`config.mk`:
```
export PLATFORM = sky130hd
export DESIGN_NAME = converter_protection_feedforward
export DESIGN_NICKNAME = d
export VERILOG_FILES = /design/src/rtl/power_current_limit_mode_pkg.sv /design/src/rtl/converter_protection_feedforward.sv
export SDC_FILE = /design/constraint.sdc
export NUM_CORES = 2
export LEC_CHECK = 0
export ABC_CLOCK_PERIOD_IN_PS = 9500
export BUFFER_PORTS_ARGS = -buffer_cell sky130_fd_sc_hd__buf_2
export CAP_MARGIN = 20
export CORE_MARGIN = 5
export CORE_UTILIZATION = 31
export DETAILED_ROUTE_END_ITERATION = 6
export PLACE_DENSITY = 0.44
export REMOVE_ABC_BUFFERS = 1
export SETUP_SLACK_MARGIN = 0.02
export SYNTH_ARGS = -nofsm -noshare
export SYNTH_HDL_FRONTEND = slang
export SYNTH_SLANG_ARGS = --single-unit
```
`constraint.sdc`:
```
create_clock -name aclk -period 9.5 [get_ports aclk]
set_input_delay 1.425 -clock aclk [delete_from_list [all_inputs] [get_ports aclk]]
set_output_delay 1.425 -clock aclk [all_outputs]
set_load 0.005 [all_outputs]
```
`src/rtl/power_current_limit_mode_pkg.sv`:
```
package power_current_limit_mode_pkg;

  // ****************************************************************
  // Timing
  // ****************************************************************
  localparam int unsigned CLK_HZ = 125_000_000;
  localparam int unsigned CLK_PERIOD_NS = 8;
  localparam int unsigned HICCUP_ON_S = 1;
  localparam int unsigned HICCUP_ON_CYCLES = HICCUP_ON_S * CLK_HZ;
  localparam int unsigned FRAME_NS = 800;
  localparam int unsigned FRAME_CYCLES = (FRAME_NS + CLK_PERIOD_NS - 1) / CLK_PERIOD_NS;
  localparam logic [31:0] FRAME_LAST = 32'(FRAME_CYCLES - 1);
  localparam logic [31:0] SENSE_SAMPLE = 32'(3 * FRAME_CYCLES - 1);
  localparam logic [31:0] SENSE_DONE = 32'(4 * FRAME_CYCLES - 1);
  localparam logic [31:0] FRAME2_START = 32'(2 * FRAME_CYCLES);
  localparam logic [7:0] PWM_LAST = 8'hff;

  // ****************************************************************
  // Register map, word index times four is the byte address
  // ****************************************************************
  localparam int NCFG = 14;
  localparam logic [3:0] I_CTRL = 4'h0;
  localparam logic [3:0] I_STATUS = 4'h1;
  localparam logic [3:0] I_POWER_LIMIT = 4'h2;
  localparam logic [3:0] I_CURRENT_LIMIT = 4'h3;
  localparam logic [3:0] I_PEAK_LIMIT = 4'h4;
  localparam logic [3:0] I_SHORT_LIMIT = 4'h5;
  localparam logic [3:0] I_FF_REF = 4'h6;
  localparam logic [3:0] I_BANDS = 4'h7;
  localparam logic [3:0] I_GAINS = 4'h8;
  localparam logic [3:0] I_REF_SETTING = 4'h9;
  localparam logic [3:0] I_HICCUP_IDLE = 4'ha;
  localparam logic [3:0] I_BURST_HOLD = 4'hb;
  localparam logic [3:0] I_VIN_START = 4'hc;
  localparam logic [3:0] I_BURST_DUTY = 4'hd;

  // Currents are in 1/16 A, power in watts, voltages in sense counts.
  localparam logic [31:0] CFG_RST [NCFG] = '{
    32'h0000_0002, 32'h0000_0000, 32'h0000_0168, 32'h0000_0240,
    32'h0000_0100, 32'h0000_0240, 32'h0000_0800, 32'h0040_0010,
    32'h2010_0100, 32'h0000_0800, 32'h0000_1000, 32'h0000_1000,
    32'h0000_0000, 32'h0000_c010};
  localparam logic [31:0] CFG_MASK [NCFG] = '{
    32'h0000_0007, 32'h0000_0000, 32'h0000_ffff, 32'h0000_ffff,
    32'h0000_ffff, 32'h0000_ffff, 32'h0000_0fff, 32'h0fff_0fff,
    32'hffff_ffff, 32'h0000_0fff, 32'hffff_ffff, 32'hffff_ffff,
    32'h0000_0000, 32'h0000_ffff};

  localparam int CTRL_RUN = 0;
  localparam int CTRL_POWER_CURRENT_LIMIT_MODE = 1;
  localparam int CTRL_BURST = 2;
  localparam int CTRL_CLEAR = 3;

  // ****************************************************************
  // Fault and warning positions
  // ****************************************************************
  localparam int NFLT = 6;
  localparam int F_VOUT_OV = 0;
  localparam int F_VIN_OV = 1;
  localparam int F_VIN_UV = 2;
  localparam int F_IOUT_OC = 3;
  localparam int F_TEMP = 4;
  localparam int F_VOUT_UV = 5;

  localparam logic [1:0] RESP_OKAY = 2'h0;
  localparam logic [1:0] RESP_SLVERR = 2'h2;

  typedef enum logic [2:0] {
    st_off, st_sense, st_run, st_hiccup_on, st_hiccup_idle, st_latched
  } state_t;

endpackage

```
`src/rtl/converter_protection_feedforward.sv`:
```
// The register offsets and register access over AXI4-Lite were left to the implementer.
`timescale 1ns/1ns
module converter_protection_feedforward #(
  parameter int unsigned HICCUP_ON_CYCLES = power_current_limit_mode_pkg::HICCUP_ON_CYCLES
) (
  // Clock and reset
  input wire logic aclk,
  input wire logic aresetn,
  // Register bus write
  input wire logic [7:0] awaddr,
  input wire logic awvalid,
  output logic awready,
  input wire logic [31:0] wdata,
  input wire logic [3:0] wstrb,
  input wire logic wvalid,
  output logic wready,
  output logic [1:0] bresp,
  output logic bvalid,
  input wire logic bready,
  // Register bus read
  input wire logic [7:0] araddr,
  input wire logic arvalid,
  output logic arready,
  output logic [31:0] rdata,
  output logic [1:0] rresp,
  output logic rvalid,
  input wire logic rready,
  // Sensed quantities and loop filter outputs
  input wire logic [11:0] vin_sense,
  input wire logic [11:0] vout_sense,
  input wire logic [11:0] iout_sense,
  input wire logic [11:0] ipri_sense,
  input wire logic [7:0] v_filter,
  input wire logic [7:0] i_filter,
  // Fault and warning comparators
  input wire logic [5:0] fault_in,
  input wire logic [5:0] warn_in,
  // Power stage and supervision outputs
  output logic pwm_a,
  output logic pwm_b,
  output logic [15:0] ff_gain,
  output logic [11:0] vout_target,
  output logic [15:0] cc_setpoint,
  output logic current_loop_active,
  output logic burst_active,
  output logic bus_alert,
  output logic [7:0] status_byte
);

  // ****************************************************************
  // Declarations
  // ****************************************************************
  power_current_limit_mode_pkg::state_t state;
  logic [31:0] cfg [power_current_limit_mode_pkg::NCFG];
  logic aw_held, w_held, do_write, clear_req;
  logic [7:0] aw_addr;
  logic [31:0] w_data;
  logic [3:0] w_strb;
  logic next_aw_held, next_w_held, next_bvalid, next_rvalid;
  logic [5:0] flt, warn;
  logic cbc_seen, run_on, power_current_limit_mode_en, burst_en, flag_clear;
  logic [31:0] seq_cnt, heavy_cnt;
  logic [11:0] vin_start;
  logic [7:0] pwm_cnt, on_len, cmd;
  logic phase, trunc, over_peak, drive, burst_skip, period_start;
  logic hiccup_cause, latch_cause;
  logic signed [12:0] band_diff, ref_diff;
  logic [11:0] band_mag;
  logic signed [7:0] kp_sel;
  logic signed [20:0] ff_term;
  logic signed [21:0] gain_sum;
  logic [15:0] next_ff_gain, power;
  logic [23:0] duty_prod, pwr_prod;

  assign run_on = cfg[power_current_limit_mode_pkg::I_CTRL][power_current_limit_mode_pkg::CTRL_RUN];
  assign power_current_limit_mode_en = cfg[power_current_limit_mode_pkg::I_CTRL][power_current_limit_mode_pkg::CTRL_POWER_CURRENT_LIMIT_MODE];
  assign burst_en = cfg[power_current_limit_mode_pkg::I_CTRL][power_current_limit_mode_pkg::CTRL_BURST];

  // ****************************************************************
  // Register bus slave
  // ****************************************************************
  assign do_write = aw_held && w_held && !bvalid;
  assign next_aw_held = do_write ? 1'b0 : ((awvalid && awready) ? 1'b1 : aw_held);
  assign next_w_held = do_write ? 1'b0 : ((wvalid && wready) ? 1'b1 : w_held);
  assign next_bvalid = do_write ? 1'b1 : ((bvalid && bready) ? 1'b0 : bvalid);
  assign next_rvalid = (arvalid && arready) ? 1'b1 : ((rvalid && rready) ? 1'b0 : rvalid);

  always_ff @(posedge aclk) begin
    if (!aresetn) begin
      aw_held <= 1'b0;
      w_held <= 1'b0;
      aw_addr <= 8'h00;
      w_data <= 32'h0000_0000;
      w_strb <= 4'h0;
      awready <= 1'b0;
      wready <= 1'b0;
      bvalid <= 1'b0;
      bresp <= power_current_limit_mode_pkg::RESP_OKAY;
    end else begin
      aw_held <= next_aw_held;
      w_held <= next_w_held;
      bvalid <= next_bvalid;
      awready <= !next_aw_held && !next_bvalid;
      wready <= !next_w_held && !next_bvalid;
      if (awvalid && awready) begin
        aw_addr <= awaddr;
      end
      if (wvalid && wready) begin
        w_data <= wdata;
        w_strb <= wstrb;
      end
      if (do_write) begin
        bresp <= (aw_addr[1:0] == 2'h0 && aw_addr[7:2] < 6'(power_current_limit_mode_pkg::NCFG)) ?
                 power_current_limit_mode_pkg::RESP_OKAY : power_current_limit_mode_pkg::RESP_SLVERR;
      end
    end
  end

  // Read-only words ignore writes; byte strobes merge into the old value.
  always_ff @(posedge aclk) begin
    if (!aresetn) begin
      cfg <= power_current_limit_mode_pkg::CFG_RST;
      clear_req <= 1'b0;
    end else begin
      clear_req <= 1'b0;
      for (int i = 0; i < power_current_limit_mode_pkg::NCFG; i++) begin
        if (do_write && aw_addr[1:0] == 2'h0 && aw_addr[7:2] == 6'(i)) begin
          for (int b = 0; b < 4; b++) begin
            if (w_strb[b]) begin
              cfg[i][8*b +: 8] <= w_data[8*b +: 8] & power_current_limit_mode_pkg::CFG_MASK[i][8*b +: 8];
            end
          end
          if (i == int'(power_current_limit_mode_pkg::I_CTRL) && w_strb[0]) begin
            clear_req <= w_data[power_current_limit_mode_pkg::CTRL_CLEAR];
          end
        end
      end
    end
  end

  always_ff @(posedge aclk) begin
    if (!aresetn) begin
      arready <= 1'b0;
      rvalid <= 1'b0;
      rdata <= 32'h0000_0000;
      rresp <= power_current_limit_mode_pkg::RESP_OKAY;
    end else begin
      rvalid <= next_rvalid;
      arready <= !next_rvalid;
      if (arvalid && arready) begin
        rresp <= power_current_limit_mode_pkg::RESP_OKAY;
        if (araddr[1:0] != 2'h0 || araddr[7:2] >= 6'(power_current_limit_mode_pkg::NCFG)) begin
          rdata <= 32'h0000_0000;
          rresp <= power_current_limit_mode_pkg::RESP_SLVERR;
        end else if (araddr[5:2] == power_current_limit_mode_pkg::I_STATUS) begin
          rdata <= {13'h0000, state, cbc_seen, burst_active, current_loop_active, 1'b0, warn, flt};
        end else if (araddr[5:2] == power_current_limit_mode_pkg::I_VIN_START) begin
          rdata <= {20'h00000, vin_start};
        end else begin
          rdata <= cfg[araddr[5:2]];
        end
      end
    end
  end

  // ****************************************************************
  // Fault and warning reporting
  // ****************************************************************
  // Dropping the run switch clears everything; a clear request is ignored while latched.
  assign flag_clear = !run_on || (clear_req && state != power_current_limit_mode_pkg::st_latched);

  always_ff @(posedge aclk) begin
    if (!aresetn) begin
      flt <= 6'h00;
      warn <= 6'h00;
      cbc_seen <= 1'b0;
      bus_alert <= 1'b0;
      status_byte <= 8'h00;
    end else begin
      flt <= (flag_clear ? 6'h00 : flt) | fault_in;
      warn <= (flag_clear ? 6'h00 : warn) | warn_in;
      cbc_seen <= (flag_clear ? 1'b0 : cbc_seen) | over_peak;
      bus_alert <= |{flt, warn};
      status_byte <= {state == power_current_limit_mode_pkg::st_latched, |warn, flt};
    end
  end

  // ****************************************************************
  // Feed-forward multiplier
  // ****************************************************************
  always_comb begin
    band_diff = $signed({1'b0, vin_sense}) - $signed({1'b0, cfg[power_current_limit_mode_pkg::I_FF_REF][11:0]});
    band_mag = band_diff[12] ? 12'(-band_diff) : band_diff[11:0];
    ref_diff = $signed({1'b0, cfg[power_current_limit_mode_pkg::I_REF_SETTING][11:0]}) - $signed({1'b0, vin_sense});
    if (band_mag < cfg[power_current_limit_mode_pkg::I_BANDS][11:0]) begin
      kp_sel = 8'sh00;
    end else if (band_mag < cfg[power_current_limit_mode_pkg::I_BANDS][27:16]) begin
      kp_sel = $signed(cfg[power_current_limit_mode_pkg::I_GAINS][23:16]);
    end else begin
      kp_sel = $signed(cfg[power_current_limit_mode_pkg::I_GAINS][31:24]);
    end
    ff_term = kp_sel * ref_diff;
    gain_sum = $signed({6'h00, cfg[power_current_limit_mode_pkg::I_GAINS][15:0]}) + ff_term;
    if (gain_sum[21]) begin
      next_ff_gain = 16'h0000;
    end else if (|gain_sum[20:16]) begin
      next_ff_gain = 16'hffff;
    end else begin
      next_ff_gain = gain_sum[15:0];
    end
    // A heavy step during burst gets double the base gain to hold up the output.
    if (burst_active && v_filter > cfg[power_current_limit_mode_pkg::I_BURST_DUTY][15:8]) begin
      next_ff_gain = {cfg[power_current_limit_mode_pkg::I_GAINS][14:0], 1'b0};
    end
  end

  always_ff @(posedge aclk) begin
    if (!aresetn) begin
      ff_gain <= 16'h0000;
    end else begin
      ff_gain <= next_ff_gain;
    end
  end

  // ****************************************************************
  // Loop arbitration and power limit
  // ****************************************************************
  assign duty_prod = v_filter * ff_gain;
  assign pwr_prod = vout_sense * iout_sense;
  assign power = pwr_prod[23:8];
  assign cmd = current_loop_active ? i_filter :
               (|duty_prod[23:16] ? 8'hff : duty_prod[15:8]);
  assign over_peak = ipri_sense > cfg[power_current_limit_mode_pkg::I_PEAK_LIMIT][11:0];
  assign period_start = pwm_cnt == 8'h00;
  assign latch_cause = flt[power_current_limit_mode_pkg::F_VOUT_OV] || fault_in[power_current_limit_mode_pkg::F_VOUT_OV];
  assign hiccup_cause = current_loop_active
                        || iout_sense > cfg[power_current_limit_mode_pkg::I_SHORT_LIMIT][11:0]
                        || fault_in[power_current_limit_mode_pkg::F_IOUT_OC] || fault_in[power_current_limit_mode_pkg::F_TEMP];

  always_ff @(posedge aclk) begin
    if (!aresetn) begin
      current_loop_active <= 1'b0;
      vout_target <= 12'h000;
      cc_setpoint <= 16'h0000;
    end else begin
      current_loop_active <= power_current_limit_mode_en && i_filter > v_filter;
      cc_setpoint <= cfg[power_current_limit_mode_pkg::I_CURRENT_LIMIT][15:0];
      if (!power_current_limit_mode_en) begin
        vout_target <= cfg[power_current_limit_mode_pkg::I_REF_SETTING][11:0];
      end else if (period_start) begin
        // Target walks one count per period; slower than a divide, but far cheaper.
        if (power > cfg[power_current_limit_mode_pkg::I_POWER_LIMIT][15:0] && vout_target != 12'h000) begin
          vout_target <= vout_target - 12'h001;
        end else if (vout_target < cfg[power_current_limit_mode_pkg::I_REF_SETTING][11:0]) begin
          vout_target <= vout_target + 12'h001;
        end else begin
          vout_target <= cfg[power_current_limit_mode_pkg::I_REF_SETTING][11:0];
        end
      end
    end
  end

  // ****************************************************************
  // Supervisory state machine
  // ****************************************************************
  always_ff @(posedge aclk) begin
    if (!aresetn) begin
      state <= power_current_limit_mode_pkg::st_off;
      seq_cnt <= 32'h0000_0000;
      vin_start <= 12'h000;
    end else begin
      seq_cnt <= seq_cnt + 32'h0000_0001;
      if (!run_on) begin
        state <= power_current_limit_mode_pkg::st_off;
        seq_cnt <= 32'h0000_0000;
      end else begin
        case (state)
          power_current_limit_mode_pkg::st_off: begin
            state <= power_current_limit_mode_pkg::st_sense;
            seq_cnt <= 32'h0000_0000;
          end
          power_current_limit_mode_pkg::st_sense: begin
            if (seq_cnt == power_current_limit_mode_pkg::SENSE_SAMPLE) begin
              vin_start <= vin_sense;
            end
            if (latch_cause) begin
              state <= power_current_limit_mode_pkg::st_latched;
            end else if (seq_cnt == power_current_limit_mode_pkg::SENSE_DONE) begin
              state <= power_current_limit_mode_pkg::st_run;
            end
          end
          power_current_limit_mode_pkg::st_run: begin
            if (latch_cause) begin
              state <= power_current_limit_mode_pkg::st_latched;
            end else if (hiccup_cause) begin
              state <= power_current_limit_mode_pkg::st_hiccup_on;
              seq_cnt <= 32'h0000_0000;
            end
          end
          power_current_limit_mode_pkg::st_hiccup_on: begin
            if (latch_cause) begin
              state <= power_current_limit_mode_pkg::st_latched;
            end else if (seq_cnt >= 32'(HICCUP_ON_CYCLES - 1)) begin
              state <= power_current_limit_mode_pkg::st_hiccup_idle;
              seq_cnt <= 32'h0000_0000;
            end
          end
          power_current_limit_mode_pkg::st_hiccup_idle: begin
            if (latch_cause) begin
              state <= power_current_limit_mode_pkg::st_latched;
            end else if (seq_cnt >= cfg[power_current_limit_mode_pkg::I_HICCUP_IDLE]) begin
              state <= power_current_limit_mode_pkg::st_run;
            end
          end
          default: begin
            state <= power_current_limit_mode_pkg::st_latched;
          end
        endcase
      end
    end
  end

  // ****************************************************************
  // Light-load burst
  // ****************************************************************
  always_ff @(posedge aclk) begin
    if (!aresetn) begin
      burst_active <= 1'b0;
      heavy_cnt <= 32'h0000_0000;
      burst_skip <= 1'b0;
    end else begin
      if (!burst_en || state != power_current_limit_mode_pkg::st_run) begin
        burst_active <= 1'b0;
        heavy_cnt <= 32'h0000_0000;
      end else if (!burst_active) begin
        burst_active <= v_filter < cfg[power_current_limit_mode_pkg::I_BURST_DUTY][7:0];
        heavy_cnt <= 32'h0000_0000;
      end else if (v_filter > cfg[power_current_limit_mode_pkg::I_BURST_DUTY][15:8]) begin
        heavy_cnt <= heavy_cnt + 32'h0000_0001;
        if (heavy_cnt >= cfg[power_current_limit_mode_pkg::I_BURST_HOLD]) begin
          burst_active <= 1'b0;
        end
      end else begin
        heavy_cnt <= 32'h0000_0000;
      end
      if (period_start) begin
        burst_skip <= burst_active && vout_sense > vout_target;
      end
    end
  end

  // ****************************************************************
  // Pulse-width generator
  // ****************************************************************
  assign drive = (state == power_current_limit_mode_pkg::st_run || state == power_current_limit_mode_pkg::st_hiccup_on) && !burst_skip;

  always_ff @(posedge aclk) begin
    if (!aresetn) begin
      pwm_cnt <= 8'h00;
      on_len <= 8'h00;
      phase <= 1'b0;
      trunc <= 1'b0;
      pwm_a <= 1'b0;
      pwm_b <= 1'b0;
    end else begin
      pwm_cnt <= (pwm_cnt == power_current_limit_mode_pkg::PWM_LAST) ? 8'h00 : pwm_cnt + 8'h01;
      if (period_start) begin
        on_len <= cmd;
        phase <= !phase;
        trunc <= over_peak;
      end else begin
        trunc <= trunc | over_peak;
      end
      if (state == power_current_limit_mode_pkg::st_sense) begin
        pwm_a <= seq_cnt <= power_current_limit_mode_pkg::FRAME_LAST;
        pwm_b <= seq_cnt >= power_current_limit_mode_pkg::FRAME2_START && seq_cnt <= power_current_limit_mode_pkg::SENSE_SAMPLE;
      end else begin
        pwm_a <= drive && !phase && pwm_cnt < on_len && !trunc && !over_peak;
        pwm_b <= drive && phase && pwm_cnt < on_len && !trunc && !over_peak;
      end
    end
  end

endmodule

```
Word-level counts from Yosys, hierarchy flattened:

Cells that the tools add are included.

* bits in registers: 483
* logic and storage cells: 292
* input bits: 135
* output and inout port bits: 98

* equal/unequal tests: 28
* reduce and logical (&&, ||, !) cells: 106
* order comparisons: 20
* $add $sub $neg: 9
* multipliers: 3
* bitwise gates (word level): 8
* multiplexer cells: 51

Operator list (count)
* 32-bit two-way mux: 9
* 32-bit binary-select mux with 4-bit select: 1
* 32-bit case mux with 3 select lines: 1
* 32-bit by 1-bit adder with 32-bit output (second input constant): 2
* 32-bit by 9-bit == test with 1-bit output (second input constant): 2
* 32-bit >= comparator: 2
* 2-bit AND reduction: 32
* 12-bit two-way mux: 5
* 16-bit two-way mux: 3
* 1-bit logical AND: 38
* 12-bit greater-than comparator: 3
* 12-bit < comparator: 3
* 32-bit by 27-bit >= comparator with 1-bit output (second input constant): 1
* 32-bit by 8-bit >= comparator with 1-bit output (second input constant): 1
* 32-bit by 7-bit less-or-equal comparator with 1-bit output (second input constant): 1
* 32-bit by 9-bit less-or-equal comparator with 1-bit output (second input constant): 1
* 8-bit two-way mux: 4
* 6-bit by 4-bit == test with 1-bit output (second input constant): 5
* 12-bit by 12-bit subtractor with 13-bit output: 2
* 6-bit by 3-bit == test with 1-bit output (second input constant): 4
* 12-bit by 12-bit multiplier with 24-bit output: 1
* 8-bit by 16-bit multiplier with 24-bit output: 1
* 3-bit two-way mux: 8
* 17-bit by 21-bit adder with 22-bit output: 1
* other kinds (46): 94

Logic depth before layout (Yosys ltp):

* word-level depth: 12
* depth in mapped cells: 42
* depth with buffers taken out: 39

Worst setup path before layout:

OpenSTA, ideal clock, no wires.

* kind: input port to flip-flop
* from: input vin_sense[0]
* to: register ff_gain[14]
* arrival: 10240 ps
* library setup time: 80 ps
* required time: 9420 ps
* path slack: -820 ps
* path buffers: 3
* stages: 41
* path through: inv_1 ha_1 inv_1 fa_1 a211oi_1 nor2_1 o31a_1 o311a_1 o21ai_0 a21oi_1 clkbuf_1 a21oi_1 xnor2_1 ha_1 a211oi_1 nand2_1 o211ai_1 a31oi_1 [5 not listed] inv_1 fa_1 inv_1 fa_1 fa_1 inv_1 fa_1 inv_1 ha_1 a2111oi_2 o21ai_1 a31oi_1 o21ai_1 or4b_1 nand3_2 buf_4 a2111oi_0 a22oi_1

* longest elaborated chain between the ends: 12
* elaborated cells between the ends (all ways): 14
* classes of those cells: add/sub: 4; mul: 1; order compare: 2; mux: 6; reduce/logical: 1

RTL lines
* from (decl): RTL line converter_protection_feedforward.sv:29 `input wire logic [11:0] vin_sense,`
* 12-bit by 12-bit subtractor with 13-bit output: RTL line converter_protection_feedforward.sv:192 `band_diff = $signed({1'b0, vin_sense}) - $signed({1'b0, cfg[power_current_limit_mode_pkg::I_FF_REF][11:0]});`
* 12-bit negation: RTL line converter_protection_feedforward.sv:193 `band_mag = band_diff[12] ? 12'(-band_diff) : band_diff[11:0];`
* 12-bit two-way mux: RTL line converter_protection_feedforward.sv:193
* 12-bit < comparator: RTL line converter_protection_feedforward.sv:197 `end else if (band_mag < cfg[power_current_limit_mode_pkg::I_BANDS][27:16]) begin`
* 8-bit two-way mux: RTL line converter_protection_feedforward.sv:197
* 8-bit two-way mux: RTL line converter_protection_feedforward.sv:195 `if (band_mag < cfg[power_current_limit_mode_pkg::I_BANDS][11:0]) begin`
* 8-bit by 13-bit multiplier with 21-bit output (*): RTL line converter_protection_feedforward.sv:202 `ff_term = kp_sel * ref_diff;`
* 17-bit by 21-bit adder with 22-bit output (*): RTL line converter_protection_feedforward.sv:203 `gain_sum = $signed({6'h00, cfg[power_current_limit_mode_pkg::I_GAINS][15:0]}) + ff_term;`
* 5-bit OR reduction: RTL line converter_protection_feedforward.sv:206 `end else if (|gain_sum[20:16]) begin`
* 16-bit two-way mux: RTL line converter_protection_feedforward.sv:206
* 16-bit two-way mux (*): RTL line converter_protection_feedforward.sv:204 `if (gain_sum[21]) begin`
* 16-bit two-way mux (*): RTL line converter_protection_feedforward.sv:212 `if (burst_active && v_filter > cfg[power_current_limit_mode_pkg::I_BURST_DUTY][15:8]) begin`
* to (signal assigned): RTL line converter_protection_feedforward.sv:221 `ff_gain <= next_ff_gain;`
* to (decl): RTL line converter_protection_feedforward.sv:41 `output logic [15:0] ff_gain,`

Every way passes the cells marked *; elsewhere a longest branch is shown, timed or not.
A chain may end at the register's enable or synchronous reset.

Final worst setup path:

* from: input vin_sense[0]
* to: register ff_gain[13]

The elaborated chain is that of the path after synthesis.

==> flow_metrics.env <==
export IMPL_cpPeakStageDelay_ps=560
export IMPL_grt_use_met2_pct=34.4
export IMPL_hold_end="trunc$_SDFF_PN0_"
export IMPL_fmax_mhz=103
export IMPL_synthFlopType="dfxtp_1"
export IMPL_area_growth_pct=17.6
export IMPL_cts_root_buffer="clkbuf_16"
export IMPL_cpMostUsedCell="fa_1"
export IMPL_hold_path_depth=2
export IMPL_tightest_slew_ps=1190
export IMPL_slew_viol_final=0
export IMPL_multi_input_area_um2=26800
export IMPL_drt_wl_total_um=141000
export IMPL_synth_edf_count=0
export IMPL_vias=33901
export IMPL_final_cell_area_um2=45400
export IMPL_p_per_area_nw_per_um2=240
export IMPL_grt_busiest_layer="met2"
export IMPL_worst_slack_ps=-226
export IMPL_ios=233
export IMPL_r2r_start="cfg[224]$_SDFFE_PN0P_"
export IMPL_grt_max_degree=220
export IMPL_die_w_um=363
export IMPL_r2r_setup_slack_ps=270
export IMPL_pre_cts_slack_ps=-1370
export IMPL_drtAntennaViolNets=0
export IMPL_cts_buffer_depth=3
export IMPL_holdBufCountCts=0
export IMPL_holdWs_ps=457
export IMPL_drt_iter0_drc=2395
export IMPL_dp_hpwl_um=109000
export IMPL_yosysSeqAreaShare_pct=24.9
export IMPL_die_area_um2=132000
export IMPL_finalCritPeriodShare_pct=102
export IMPL_critPathCaptureType="flip-flop"
export IMPL_grt_usage_pct=21.0
export IMPL_yosysWarnings=0
export IMPL_timing_max_cap_violations=0
export IMPL_place_inst=6517
export IMPL_worstPathArrival_ps=10240
export IMPL_rsz0062_at_grt="true"
export IMPL_netlist_instances=4674
export IMPL_slew_headroom_pct=20.7
export IMPL_avgSynthCellArea_um2=8.27
export IMPL_drt_pass1_iter_count=5
export IMPL_fin_crit_ps=9730
export IMPL_status="finished, violations left"
export IMPL_stdcell_count=6639
export IMPL_final_seq_area_um2=9630
export IMPL_leakage_nw=20.0
export IMPL_ir_worst_vdd_v=0.000226
export IMPL_grtUsageMet3_pct=3.33
export IMPL_hold_violations=0
export IMPL_clock_latency_ps=710
export IMPL_cts_made_buffers=58
export IMPL_power_mw=10.9
export IMPL_antenna_found_initial=12
export IMPL_drcViolationCount=0
export IMPL_finalWeightedCongestion=0.893
export IMPL_place_area_um2=42600
export IMPL_use_met1_pct=28.7
export IMPL_clock_sinks=481
export IMPL_worst_setup_path_start_kind="primary input"
export IMPL_initial_core_util_pct=31.2
export IMPL_cts_clk_slew_worst_paths_ps=70
export IMPL_crit_fanout=8
export IMPL_crit_path_top_delay_cell="fa_1"
export IMPL_syn_cell_area_um2=38700
export IMPL_die_y_um=363
export IMPL_avgViaCountPerCell=5.11
export IMPL_final_nets=5736
export IMPL_timing_rr_end="ff_gain[13]$_SDFF_PN0_"
export IMPL_wl_per_cell_um=21.2
export IMPL_crit_required_ps=10020
export IMPL_ys_types=96
export IMPL_synth_seq_cells=481
export IMPL_violations="setup timing"
export IMPL_setup_viol=16
export IMPL_crit_type="in -> reg"
export IMPL_skew_ps=104
export IMPL_nFillCells=13037
export IMPL_async_flop_share_pct=0
export IMPL_r2r_cells=37
export IMPL_drive_above_1_share_pct=14.0
export IMPL_coreArea_um2=124000
export IMPL_cts_htree_levels=2
export IMPL_port_buffers=230
export IMPL_grt_pass1_vias=33962
export IMPL_gr_total_overflow=0
export IMPL_post_route_util_pct=36.7
export IMPL_min_from="trunc$_SDFF_PN0_"
export IMPL_cts_tree="done"
export IMPL_num_antenna_cells=0
export IMPL_setup_tns_ps=-2830
export IMPL_rows=129
export IMPL_min_path_type="reg -> reg"
export IMPL_grt_pass1_wl_um=213000
==> layout by cell type (no fill, tap or decap), types with 10 or more instances in the layout <==
cell       Yosys  routed
nor2b_1       23      22
buf_4          3     201
nor2_1       405     401
xnor2_1       78      78
clkbuf_16      0      58
a21o_1        63      63
ha_1         360     352
or3_1         18      17
o211ai_1      20      20
clkinv_2       0      11
nand2_1      640     634
fa_1         287     285
clkbuf_8       0      11
nor4_1        24      21
a21oi_1      355     353
o31ai_1       12      11
o22ai_1       12      12
nor3_2         5      12
a221o_1       12      11
mux2i_1      131     129
buf_2         17     227
nand2b_1      37      33
inv_1        540     533
and3_1        34      34
o21a_1        22      22
and2_1       156     154
a31oi_1       20      16
xor2_1        63      63
o21ai_1       13      10
nand3_1      179     176
mux4_2        24      24
dfxtp_1      481     481
a22oi_1       39      39
nor3_1        50      43
o21ai_0      112     111
nand4_1       43      43
o221ai_1      10      10
a211oi_1      21      18
==> critical path, delay by kind of cell <==
kind                     cells  cell delay [ps]
AO/OA/AOI/OAI               12             2530
adder cells (fa/ha/maj)      9             3530
AND/OR/NAND/NOR              8             1710
buffers and inverters        8              630
XOR/XNOR                     2              380
==> routing by layer <==
layer / wire length, um / share of wire [%] / vias up
met4: 4190 / 3.0 / 6
met1: 64400 / 46 / 16544
met5: 49 / 0.035 / -
met2: 63900 / 45 / 945
li1: - / - / 16203
met3: 8200 / 5.8 / 203
==> what timing repair did <==
item | 4_1_cts | 5_1_grt
gates resized for setup | 97 | 42
setup buffers | 8 | 2
pin swaps | 19 | 15
endpoints found under the setup margin | 16 | 16
cloned | 3 | 0
==> layout make-up <==
class / count / area share, %
clock buffer: 76 / 3.58
clock inverter: 32 / 0.939
inverter: 542 / 4.52
multi-input combinational: 3428 / 58.9
sequential: 481 / 21.2
tap: 1637 / 4.51
timing repair buffer: 443 / 6.34
==> cell usage after synthesis, drive strengths merged (22+ instances only) <==
cell    number  area [um2]
nand2b      37         231
a211oi      22         170
nor2       405        1520
inv        541        2030
clkbuf     195         732
dfxtp      481        9630
nand2      640        2400
mux4        24         541
buf         31         149
nand4       43         269
nor4        26         175
a21oi      355        1780
and2       158         988
a21o        63         473
o21a        22         165
xor2        63         552
ha         360        4500
nor2b       23         144
nand3      181         916
mux2i      131        1310
fa         287        5750
o21ai      126         634
a22oi       39         293
nor3        55         300
xnor2       78         683
and3        35         220
==> power breakdown <==
| part | total (mW) | leakage [nW] | switching [mW] | internal [mW] |
|---|---|---|---|---|
| clock network | 2.38 | 0.996 | 0.999 | 1.38 |
| logic | 6.23 | 15.1 | 3.57 | 2.66 |
| registers | 2.31 | 3.90 | 0.214 | 2.10 |
| total | 10.9 | 20.0 | 4.78 | 6.15 |
==> kinds of logic (layout without fill, tap and decap cells) <==
| group | Yosys count | after routing | synth area share [%] |
|---|---|---|---|
| other cells | 1 | 2 | 0.00970 |
| flops | 481 | 481 | 24.9 |
| xor+xnor | 141 | 141 | 3.19 |
| buf+inv | 768 | 1093 | 7.54 |
| simple gates | 1664 | 1665 | 19.7 |
| compound gates | 810 | 811 | 13.1 |
| fa+ha+maj | 647 | 647 | 26.5 |
| mux | 162 | 162 | 4.99 |
==> flip-flops by register name, indices dropped and copies added (netlist names), 3 cells and up <==
signal and flops:
rdata 32, w_strb 4, w_data 32, flt 6, pwm_cnt 8, vout_target 12, on_len 8, state 3
cfg 226, cc_setpoint 16, status_byte 8, seq_cnt 32, ff_gain 16, warn 6, vin_start 12, aw_addr 8
heavy_cnt 32
==> how the worst max path moves through the flow <==
stage | startpoint | to | slack (ps) | cells after the start
global placement | vin_sense[0] | ff_gain[3]$_SDFF_PN0_ | -1260 | 39
finish | vin_sense[0] | ff_gain[13]$_SDFF_PN0_ | -230 | 39
CTS | vin_sense[0] | ff_gain[4]$_SDFF_PN0_ | -180 | 39
floorplan | vin_sense[0] | ff_gain[14]$_SDFF_PN0_ | -850 | 37
detailed placement | vin_sense[0] | ff_gain[4]$_SDFF_PN0_ | -1370 | 39
global route | vin_sense[0] | ff_gain[9]$_SDFF_PN0_ | -560 | 39
Note: power is estimated with default switching activity, not from simulation.
